`src/common/dsp_mac_params.svh`:
```
// constants of the multiply-accumulate slice
// What this block does
// - slice reset clears its assigned registers at once, without a clock edge
// - per-operand signed select: low unsigned, high two's-complement, per cycle
// - accumulate/load select: low adds product to or subtracts it from held value, high loads
// - add/subtract select: low subtracts, high adds, per cycle
// - per-operand source select: low parallel input, high shift-chain input only when W is below 18 (else parallel input)
// - each register picks its own clock use, clock enable and reset; the output register can be bypassed only while the MAC enable bit is clear
`ifndef DSP_MAC_PARAMS_SVH
`define DSP_MAC_PARAMS_SVH

`define OP_W_DEF      18
`define ACC_W_DEF     52
`define SHIFT_MAX_W   18
`define NUM_STAGES    10

`define ST_IN_A       0
`define ST_IN_B       1
`define ST_SGN_A      2
`define ST_SGN_B      3
`define ST_ADD_IN     4
`define ST_LOAD_IN    5
`define ST_PIPE       6
`define ST_ADD_PIPE   7
`define ST_LOAD_PIPE  8
`define ST_OUT        9

`define OFF_BYPASS    8'h00
`define OFF_CE_SEL    8'h04
`define OFF_RST_SEL   8'h08
`define OFF_CTRL      8'h0c
`define OFF_ACC_LO    8'h10
`define OFF_ACC_HI    8'h14

`define RST_BYPASS    10'h000
`define RST_CE_SEL    10'h000
`define RST_RST_SEL   10'h000
`define RST_MAC_EN    1'h1
`define CTRL_MAC_BIT  0

`endif

```
`src/common/dsp_mac_pkg.sv`:
```
// types of the multiply-accumulate slice
`include "dsp_mac_params.svh"
package dsp_mac_pkg;
  typedef logic [`NUM_STAGES-1:0] stage_mask_t;
  typedef enum logic [1:0] {
    HTRANS_IDLE   = 2'h0,
    HTRANS_BUSY   = 2'h1,
    HTRANS_NONSEQ = 2'h2,
    HTRANS_SEQ    = 2'h3
  } htrans_e;
endpackage

```
`src/rtl/mac_stage.sv`:
```
// one optional register stage with its own enable and reset
module mac_stage #(
  parameter int W = 1
) (
  // clocking
  input  wire logic         clk,
  input  wire logic         arst,
  input  wire logic         ce,
  input  wire logic         bypass,
  // data
  input  wire logic [W-1:0] d,
  output logic      [W-1:0] q
);
  logic [W-1:0] q_reg;
  logic [W-1:0] q_next;

  always_comb begin
    q_next = q_reg;
    if (ce) begin
      q_next = d;
    end
  end

  always_ff @(posedge clk or posedge arst) begin
    if (arst) begin
      q_reg <= '0;
    end else begin
      q_reg <= q_next;
    end
  end

  assign q = bypass ? d : q_reg;

  a_async_clear: assert property (@(posedge clk) arst |-> q_reg == '0)
    else $error("stage not cleared under reset");
  a_ce_hold: assert property (@(posedge clk) disable iff (arst)
    !ce |=> q_reg == $past(q_reg))
    else $error("stage changed with enable low");
  a_ce_take: assert property (@(posedge clk) disable iff (arst)
    ce |=> q_reg == $past(d))
    else $error("stage missed its input");
endmodule

```
`src/rtl/dsp_mac_slice.sv`:
```
// multiply / multiply-accumulate slice with per-register controls
//
// The register offsets and the AHB-Lite slave port are this design's own decisions.
`include "dsp_mac_params.svh"
module dsp_mac_slice #(
  parameter int W     = `OP_W_DEF,
  parameter int ACC_W = `ACC_W_DEF
) (
  // clock and bus reset
  input  wire logic             clk,
  input  wire logic             rst,
  // ahb-lite slave
  input  wire logic             hsel,
  input  wire logic [31:0]      haddr,
  input  wire logic [1:0]       htrans,
  input  wire logic             hwrite,
  input  wire logic [2:0]       hsize,
  input  wire logic [31:0]      hwdata,
  input  wire logic             hready,
  output logic                  hreadyout,
  output logic                  hresp,
  output logic      [31:0]      hrdata,
  // slice clock enables and resets
  input  wire logic             slice_ce_0,
  input  wire logic             slice_ce_1,
  input  wire logic             slice_rst_0,
  input  wire logic             slice_rst_1,
  // operands
  input  wire logic [W-1:0]     a_par,
  input  wire logic [W-1:0]     b_par,
  input  wire logic [W-1:0]     a_shift_in,
  input  wire logic [W-1:0]     b_shift_in,
  output logic      [W-1:0]     a_shift_out,
  output logic      [W-1:0]     b_shift_out,
  // dynamic controls
  input  wire logic             operand_a_signed_sel,
  input  wire logic             operand_b_signed_sel,
  input  wire logic             accum_load_sel,
  input  wire logic             add_not_sub_sel,
  input  wire logic             operand_a_shift_src_sel,
  input  wire logic             operand_b_shift_src_sel,
  // result
  output logic      [ACC_W-1:0] result
);
  localparam int PW = 2 * W + 2;
  localparam logic SHIFT_OK = (W < `SHIFT_MAX_W);

  dsp_mac_pkg::stage_mask_t byp_reg, byp_next, ce_sel_reg, ce_sel_next;
  dsp_mac_pkg::stage_mask_t rsel_reg, rsel_next, byp, st_ce, st_arst;
  logic             mac_en_reg, mac_en_next;
  logic             wr_pend_reg, wr_pend_next;
  logic [7:0]       wr_addr_reg, wr_addr_next;
  logic [31:0]      rdata_reg, rdata_next;
  logic             take;
  logic [63:0]      acc_wide;
  logic [W-1:0]     a_d, b_d, a_q, b_q;
  logic [5:0]       ctl_d, ctl_q;
  logic [W:0]       a_x, b_x;
  logic [PW-1:0]    prod_raw, prod_q;
  logic [ACC_W-1:0] prod_ext, out_d, out_q;

  // register file
  assign take = hsel && hready && htrans[1];
  assign acc_wide = {{(64 - ACC_W){1'b0}}, result};

  always_comb begin
    byp_next     = byp_reg;
    ce_sel_next  = ce_sel_reg;
    rsel_next    = rsel_reg;
    mac_en_next  = mac_en_reg;
    wr_pend_next = take && hwrite;
    wr_addr_next = take ? haddr[7:0] : wr_addr_reg;
    rdata_next   = rdata_reg;
    if (wr_pend_reg) begin
      unique case (wr_addr_reg)
        `OFF_BYPASS:  byp_next    = hwdata[`NUM_STAGES-1:0];
        `OFF_CE_SEL:  ce_sel_next = hwdata[`NUM_STAGES-1:0];
        `OFF_RST_SEL: rsel_next   = hwdata[`NUM_STAGES-1:0];
        `OFF_CTRL:    mac_en_next = hwdata[`CTRL_MAC_BIT];
        default:      mac_en_next = mac_en_reg;
      endcase
    end
    if (take && !hwrite) begin
      unique case (haddr[7:0])
        `OFF_BYPASS:  rdata_next = {22'h000000, byp_next};
        `OFF_CE_SEL:  rdata_next = {22'h000000, ce_sel_next};
        `OFF_RST_SEL: rdata_next = {22'h000000, rsel_next};
        `OFF_CTRL:    rdata_next = {31'h00000000, mac_en_next};
        `OFF_ACC_LO:  rdata_next = acc_wide[31:0];
        `OFF_ACC_HI:  rdata_next = acc_wide[63:32];
        default:      rdata_next = 32'h00000000;
      endcase
    end
  end

  always_ff @(posedge clk) begin
    if (rst) begin
      byp_reg     <= `RST_BYPASS;
      ce_sel_reg  <= `RST_CE_SEL;
      rsel_reg    <= `RST_RST_SEL;
      mac_en_reg  <= `RST_MAC_EN;
      wr_pend_reg <= 1'b0;
      wr_addr_reg <= 8'h00;
      rdata_reg   <= 32'h00000000;
    end else begin
      byp_reg     <= byp_next;
      ce_sel_reg  <= ce_sel_next;
      rsel_reg    <= rsel_next;
      mac_en_reg  <= mac_en_next;
      wr_pend_reg <= wr_pend_next;
      wr_addr_reg <= wr_addr_next;
      rdata_reg   <= rdata_next;
    end
  end

  assign hreadyout = 1'b1;
  assign hresp     = 1'b0;
  assign hrdata    = rdata_reg;

  // per-register enable and reset choice
  for (genvar i = 0; i < `NUM_STAGES; i++) begin : g_sel
    assign st_ce[i]   = ce_sel_reg[i] ? slice_ce_1 : slice_ce_0;
    assign st_arst[i] = rsel_reg[i] ? slice_rst_1 : slice_rst_0;
    if (i == `ST_OUT) begin : g_out
      assign byp[i] = byp_reg[i] && !mac_en_reg;
    end else begin : g_other
      assign byp[i] = byp_reg[i];
    end
  end

  // input stages
  assign a_d = (operand_a_shift_src_sel && SHIFT_OK) ? a_shift_in : a_par;
  assign b_d = (operand_b_shift_src_sel && SHIFT_OK) ? b_shift_in : b_par;

  mac_stage #(.W(W)) u_in_a (
    .clk(clk), .arst(st_arst[`ST_IN_A]), .ce(st_ce[`ST_IN_A]),
    .bypass(byp[`ST_IN_A]), .d(a_d), .q(a_q)
  );
  mac_stage #(.W(W)) u_in_b (
    .clk(clk), .arst(st_arst[`ST_IN_B]), .ce(st_ce[`ST_IN_B]),
    .bypass(byp[`ST_IN_B]), .d(b_d), .q(b_q)
  );
  assign a_shift_out = a_q;
  assign b_shift_out = b_q;

  // control select stages, kept in step with the data
  assign ctl_d = {ctl_q[3], ctl_q[2], accum_load_sel, add_not_sub_sel,
                  operand_b_signed_sel, operand_a_signed_sel};
  for (genvar k = 0; k < 6; k++) begin : g_ctl
    localparam int S = (k < 4) ? (k + 2) : (k + 3);
    mac_stage #(.W(1)) u_ctl (
      .clk(clk), .arst(st_arst[S]), .ce(st_ce[S]),
      .bypass(byp[S]), .d(ctl_d[k]), .q(ctl_q[k])
    );
  end

  // multiplier and pipeline
  assign a_x = {ctl_q[0] & a_q[W-1], a_q};
  assign b_x = {ctl_q[1] & b_q[W-1], b_q};
  assign prod_raw = $signed(a_x) * $signed(b_x);

  mac_stage #(.W(PW)) u_pipe (
    .clk(clk), .arst(st_arst[`ST_PIPE]), .ce(st_ce[`ST_PIPE]),
    .bypass(byp[`ST_PIPE]), .d(prod_raw), .q(prod_q)
  );

  // accumulator
  assign prod_ext = {{(ACC_W - PW){prod_q[PW-1]}}, prod_q};
  always_comb begin
    if (!mac_en_reg || ctl_q[5]) begin
      out_d = prod_ext;
    end else if (ctl_q[4]) begin
      out_d = out_q + prod_ext;
    end else begin
      out_d = out_q - prod_ext;
    end
  end

  mac_stage #(.W(ACC_W)) u_out (
    .clk(clk), .arst(st_arst[`ST_OUT]), .ce(st_ce[`ST_OUT]),
    .bypass(1'b0), .d(out_d), .q(out_q)
  );
  // bypass taken here so the accumulator feedback never loops back
  assign result = byp[`ST_OUT] ? out_d : out_q;

  // checks
  logic acc_go;
  assign acc_go = mac_en_reg && st_ce[`ST_OUT] && !st_arst[`ST_OUT];

  a_acc_load: assert property (@(posedge clk) disable iff (rst)
    acc_go && ctl_q[5] ##1 !st_arst[`ST_OUT] |-> result == $past(prod_ext))
    else $error("load did not replace accumulator");
  a_acc_add: assert property (@(posedge clk) disable iff (rst)
    acc_go && !ctl_q[5] && ctl_q[4] ##1 !st_arst[`ST_OUT]
    |-> result == $past(out_q) + $past(prod_ext))
    else $error("accumulate add wrong");
  a_acc_sub: assert property (@(posedge clk) disable iff (rst)
    acc_go && !ctl_q[5] && !ctl_q[4] ##1 !st_arst[`ST_OUT]
    |-> result == $past(out_q) - $past(prod_ext))
    else $error("accumulate subtract wrong");
  a_mul_unsigned: assert property (@(posedge clk) disable iff (rst)
    !ctl_q[0] && !ctl_q[1] |-> prod_raw == PW'(a_q) * PW'(b_q))
    else $error("unsigned product wrong");
  a_mul_signed: assert property (@(posedge clk) disable iff (rst)
    ctl_q[0] && ctl_q[1]
    |-> $signed(prod_raw) == $signed(a_q) * $signed(b_q))
    else $error("signed product wrong");
  a_src_par: assert property (@(posedge clk) disable iff (rst)
    !operand_a_shift_src_sel && st_ce[`ST_IN_A] && !byp[`ST_IN_A]
    && !st_arst[`ST_IN_A] ##1 !st_arst[`ST_IN_A]
    |-> a_q == $past(a_par))
    else $error("parallel source not taken");
  a_src_shift: assert property (@(posedge clk) disable iff (rst)
    SHIFT_OK && operand_a_shift_src_sel && st_ce[`ST_IN_A]
    && !byp[`ST_IN_A] && !st_arst[`ST_IN_A] ##1 !st_arst[`ST_IN_A]
    |-> a_q == $past(a_shift_in))
    else $error("shift source not taken");
  a_out_reset: assert property (@(posedge clk)
    st_arst[`ST_OUT] && !byp[`ST_OUT] |-> result == '0)
    else $error("result not cleared by its reset");

  c_load_then_add: cover property (@(posedge clk) disable iff (rst)
    acc_go && ctl_q[5] ##1 acc_go && !ctl_q[5] && ctl_q[4]);
  c_subtract: cover property (@(posedge clk) disable iff (rst)
    acc_go && !ctl_q[5] && !ctl_q[4]);
  c_signed_mul: cover property (@(posedge clk) disable iff (rst)
    ctl_q[0] && ctl_q[1] && a_q[W-1] && b_q[W-1]);
endmodule

```
`config.mk`:
```
export PLATFORM = sky130hd
export DESIGN_NAME = dsp_mac_slice
export DESIGN_NICKNAME = d
export VERILOG_FILES = /design/src/common/dsp_mac_pkg.sv /design/src/rtl/mac_stage.sv /design/src/rtl/dsp_mac_slice.sv
export VERILOG_INCLUDE_DIRS = /design/src /design/src/common
export SDC_FILE = /design/constraint.sdc
export NUM_CORES = 2
export LEC_CHECK = 0
export ABC_AREA = 1
export BUFFER_PORTS_ARGS = -buffer_cell sky130_fd_sc_hd__buf_2
export CORE_ASPECT_RATIO = 1.25
export CORE_MARGIN = 5
export CORE_UTILIZATION = 35
export DETAILED_ROUTE_END_ITERATION = 6
export PLACE_DENSITY = 0.65
export SYNTH_ARGS = -nofsm -noshare
export SYNTH_HDL_FRONTEND = slang
export SYNTH_SLANG_ARGS = --single-unit
```
`constraint.sdc`:
```
create_clock -name clk -period 15 [get_ports clk]
set_clock_uncertainty 0.15 [all_clocks]
set_input_delay 3 -clock clk [delete_from_list [all_inputs] [get_ports clk]]
set_output_delay 3 -clock clk [all_outputs]
set_load 0.1 [all_outputs]
```
==> results.py <==
metrics = {
    "logic_synthesis": {
        "ys_ff_latch": 204,
        "synth-edff-count": 0,
        "synth_simple_gate_area_share": 0.248,
        "async_reset_ff_frac": 0.647,
        "synth_top_area_cell": "fa_1",
        "synth.area.top_cells": "fa_1 (26%), nand2_1 (13%), dfrtp_1 (12%), inv_1 (10%), ha_1 (7.2%)",
        "synth_compound_area_frac": 0.0974,
        "synth.avg_cell_area_um2": 7.10,
        "synth-xor-area-share": 0.0205,
        "yosys_warnings": 0,
        "synth_top_area_share": 0.260,
        "syn_nets": 4720,
        "synthAdderAreaFrac": 0.331,
        "synth.distinct_cells": 57,
        "syn_inst": 4029,
        "synth_seq_area_share": 0.166,
        "muxShareOfSynthArea": 0.0126,
        "synth-main-ff-cell": "dfrtp_1",
        "synthesis.area_um2": 28600,
        "synth_top_family_by_area": "adder cells",
    },
    "global_routing": {
        "grt_pass1_wl_mm": 159,
        "grt_start_max_net_pins": 64,
        "grt_pass1_vias": 29500,
        "overflow": 0,
        "grt.total_usage": 0.228,
        "antenna_found_initial": 6,
    },
    "cells_and_area": {
        "mostFrequentLayoutCells": "nand2_1 (905), inv_1 (745), buf_4 (580), nor2_1 (381), fa_1 (351)",
        "area_growth_pct": 37.3,
        "mostFrequentLayoutCell": "nand2_1",
        "instances_no_fill": 5845,
        "layout.nets": 5443,
        "fill_cells": 7854,
        "utilization": 0.483,
        "largest_reg_flops": 52,
        "drive_above_1_share": 0.297,
        "design_area_um2": 39300,
    },
    "clock_tree": {
        "h-tree-depth": 1,
        "clk-insertion-delay-late_ns": 0.61,
        "clk_pin_slew_ns": 0.06,
        "cts_sinks": 204,
        "numCtsBuffers": 26,
        "cts_tree": "built",
        "clock_path_buffers": 3,
        "cts_root_buffer": "clkbuf_16",
    },
    "die": {
        "die_w_um": 266,
        "rows": 117,
        "fp.coreArea_um2": 81200,
        "die_h_um": 330,
        "initial_core_util": 0.352,
        "die_area_um2": 87600,
        "io_pins": 278,
    },
    "placement": {
        "port_buffers": 187,
        "dp_hpwl_mm": 83.2,
        "dpl-instance-area_um2": 35100,
        "finalWeightedCongestion": 0.988,
        "placed_cells": 5692,
    },
    "run_status": {
        "violations": "negative setup slack",
        "outcome": "finished, violations left",
    },
    "worst_setup_path": {
        "r2r_end": "u_out.q_reg[48]",
        "critical_path.slowest_cell": "fa_1",
        "cp_data_arrival_time_ns": 12.01,
        "end_kind": "output port",
        "path_class": "in -> out",
        "crit_path_max_incr_delay_ns": 0.60,
        "r2r_setup_slack_ns": 4.39,
        "reg2reg_from": "byp_reg[1]",
        "cp_max_fo": 8,
        "reg2regPathDepth": 55,
        "cp_common_cell": "nand2_1",
        "start_kind": "input port",
        "cp.required_ns": 11.85,
    },
    "run": {
        "max-cap-violations": 0,
    },
    "drt": {
        "routedWlPerCell_um": 17.7,
        "drtPass1Iterations": 6,
        "drc": 0,
        "viasPerCell": 4.93,
        "vias": 28800,
        "antenna_left": 0,
        "drt_iter0_markers": 1847,
        "drt-total-wl_mm": 104,
    },
    "timing": {
        "timing.fmax_mhz": 66.0,
        "rsz0062_at_grt": "true",
        "hold_viol": 0,
        "finalWorstSetupSlack_ns": -0.162,
        "maxSlewHeadroom": 0.426,
        "worst-slew-pin-transition_ns": 0.860,
        "period_share": 1.01,
        "setup-violations-final": 18,
        "drv_slew": 0,
        "period_needed_ns": 15.16,
    },
    "hold_path": {
        "hold_class": "reg -> async",
    },
}
==> area by class of cell <==
type	instances	area, um^2	area share
inverter	814	3070	0.0783
multi-input combinational	2892	22800	0.581
tap	1071	1340	0.0341
timing repair buffer	814	6440	0.164
clock inverter	8	100	0.00255
sequential	204	4750	0.121
antenna	2	5.00	0.000127
clock buffer	40	754	0.0192
==> metal layers <==
layer / wire length (um) / track usage
met5: 41 / 0
met4: 5240 / 0.0946
met3: 6450 / 0.0335
met2: 52000 / 0.413
met1: 39700 / 0.271
==> cells in the mapped netlist, types with 4 or more instances <==
cell	number
fa_1	371
xor2_1	53
nor3_1	19
a21o_1	6
nand2_1	1018
mux2i_1	27
o211ai_1	6
clkinv_1	20
o21ai_0	265
o21ai_1	33
o22ai_1	9
dfrtp_1	132
a21oi_1	111
nand3_2	4
buf_2	5
dfxtp_1	72
nand4_1	27
buf_1	8
o21bai_1	8
clkbuf_1	101
a41oi_1	7
nor4_1	6
inv_1	788
a21boi_0	7
inv_2	6
o21ai_2	5
nand3_1	124
mux2_2	8
nor2_1	448
and2_1	5
or2_2	65
xnor2_1	14
a31oi_1	47
ha_1	164
==> worst max-delay path, delay by kind of cell <==
family	cells	cell delay [ns]
fa+ha+maj	9	3.81
simple gates	20	2.18
buf+inv	12	1.58
compound gates	10	1.41
==> worst max-delay path by stage <==
stage / slack [ns] / depth (start not counted) / start / to
floorplan: -0.40 / 45 / a_par[11] / result[39]
global placement: -0.80 / 49 / b_par[4] / result[37]
detailed placement: -0.94 / 49 / b_par[4] / result[39]
CTS: -0.27 / 46 / b_par[17] / result[38]
global route: -0.52 / 49 / b_par[17] / result[37]
finish: -0.16 / 51 / b_par[12] / result[37]
==> metrics by stage <==
stage	setup slack (ns)	setup TNS, ns	hold slack [ns]
6_report	-0.162	-2.11	0.00539
2_1_floorplan	-0.398	-3.89	-0.0416
3_3_place_gp	-0.799	-19.65	-0.0307
3_5_place_dp	-0.942	-22.11	-0.0248
4_1_cts	-0.269	-4.79	0.0115
5_1_grt	-0.522	-11.22	0.0364
==> timing repair <==
action | 4_1_cts | 5_1_grt
hold endpoints to repair | 6 | 0
gates cloned | 1 | 0
pin swaps | 55 | 140
setup endpoints to repair | 33 | 40
buffers inserted | 29 | 68
gates resized for setup | 209 | 387
hold buffers | 6 | 0
==> kinds of logic (layout without fill, tap and decap cells) <==
| family | Yosys count | after routing |
|---|---|---|
| AOI/OAI and AO/OA | 513 | 513 |
| xor gates and xnor gates | 67 | 67 |
| adders and majority gates | 535 | 535 |
| buffers and inverters | 933 | 1676 |
| DFF | 204 | 204 |
| muxes | 35 | 35 |
| other | 2 | 4 |
| and+or+nand+nor | 1740 | 1740 |
Power is left out: the tool's default activity adds up to more than one toggle a clock period on the data nets, which glitch-free logic cannot reach.
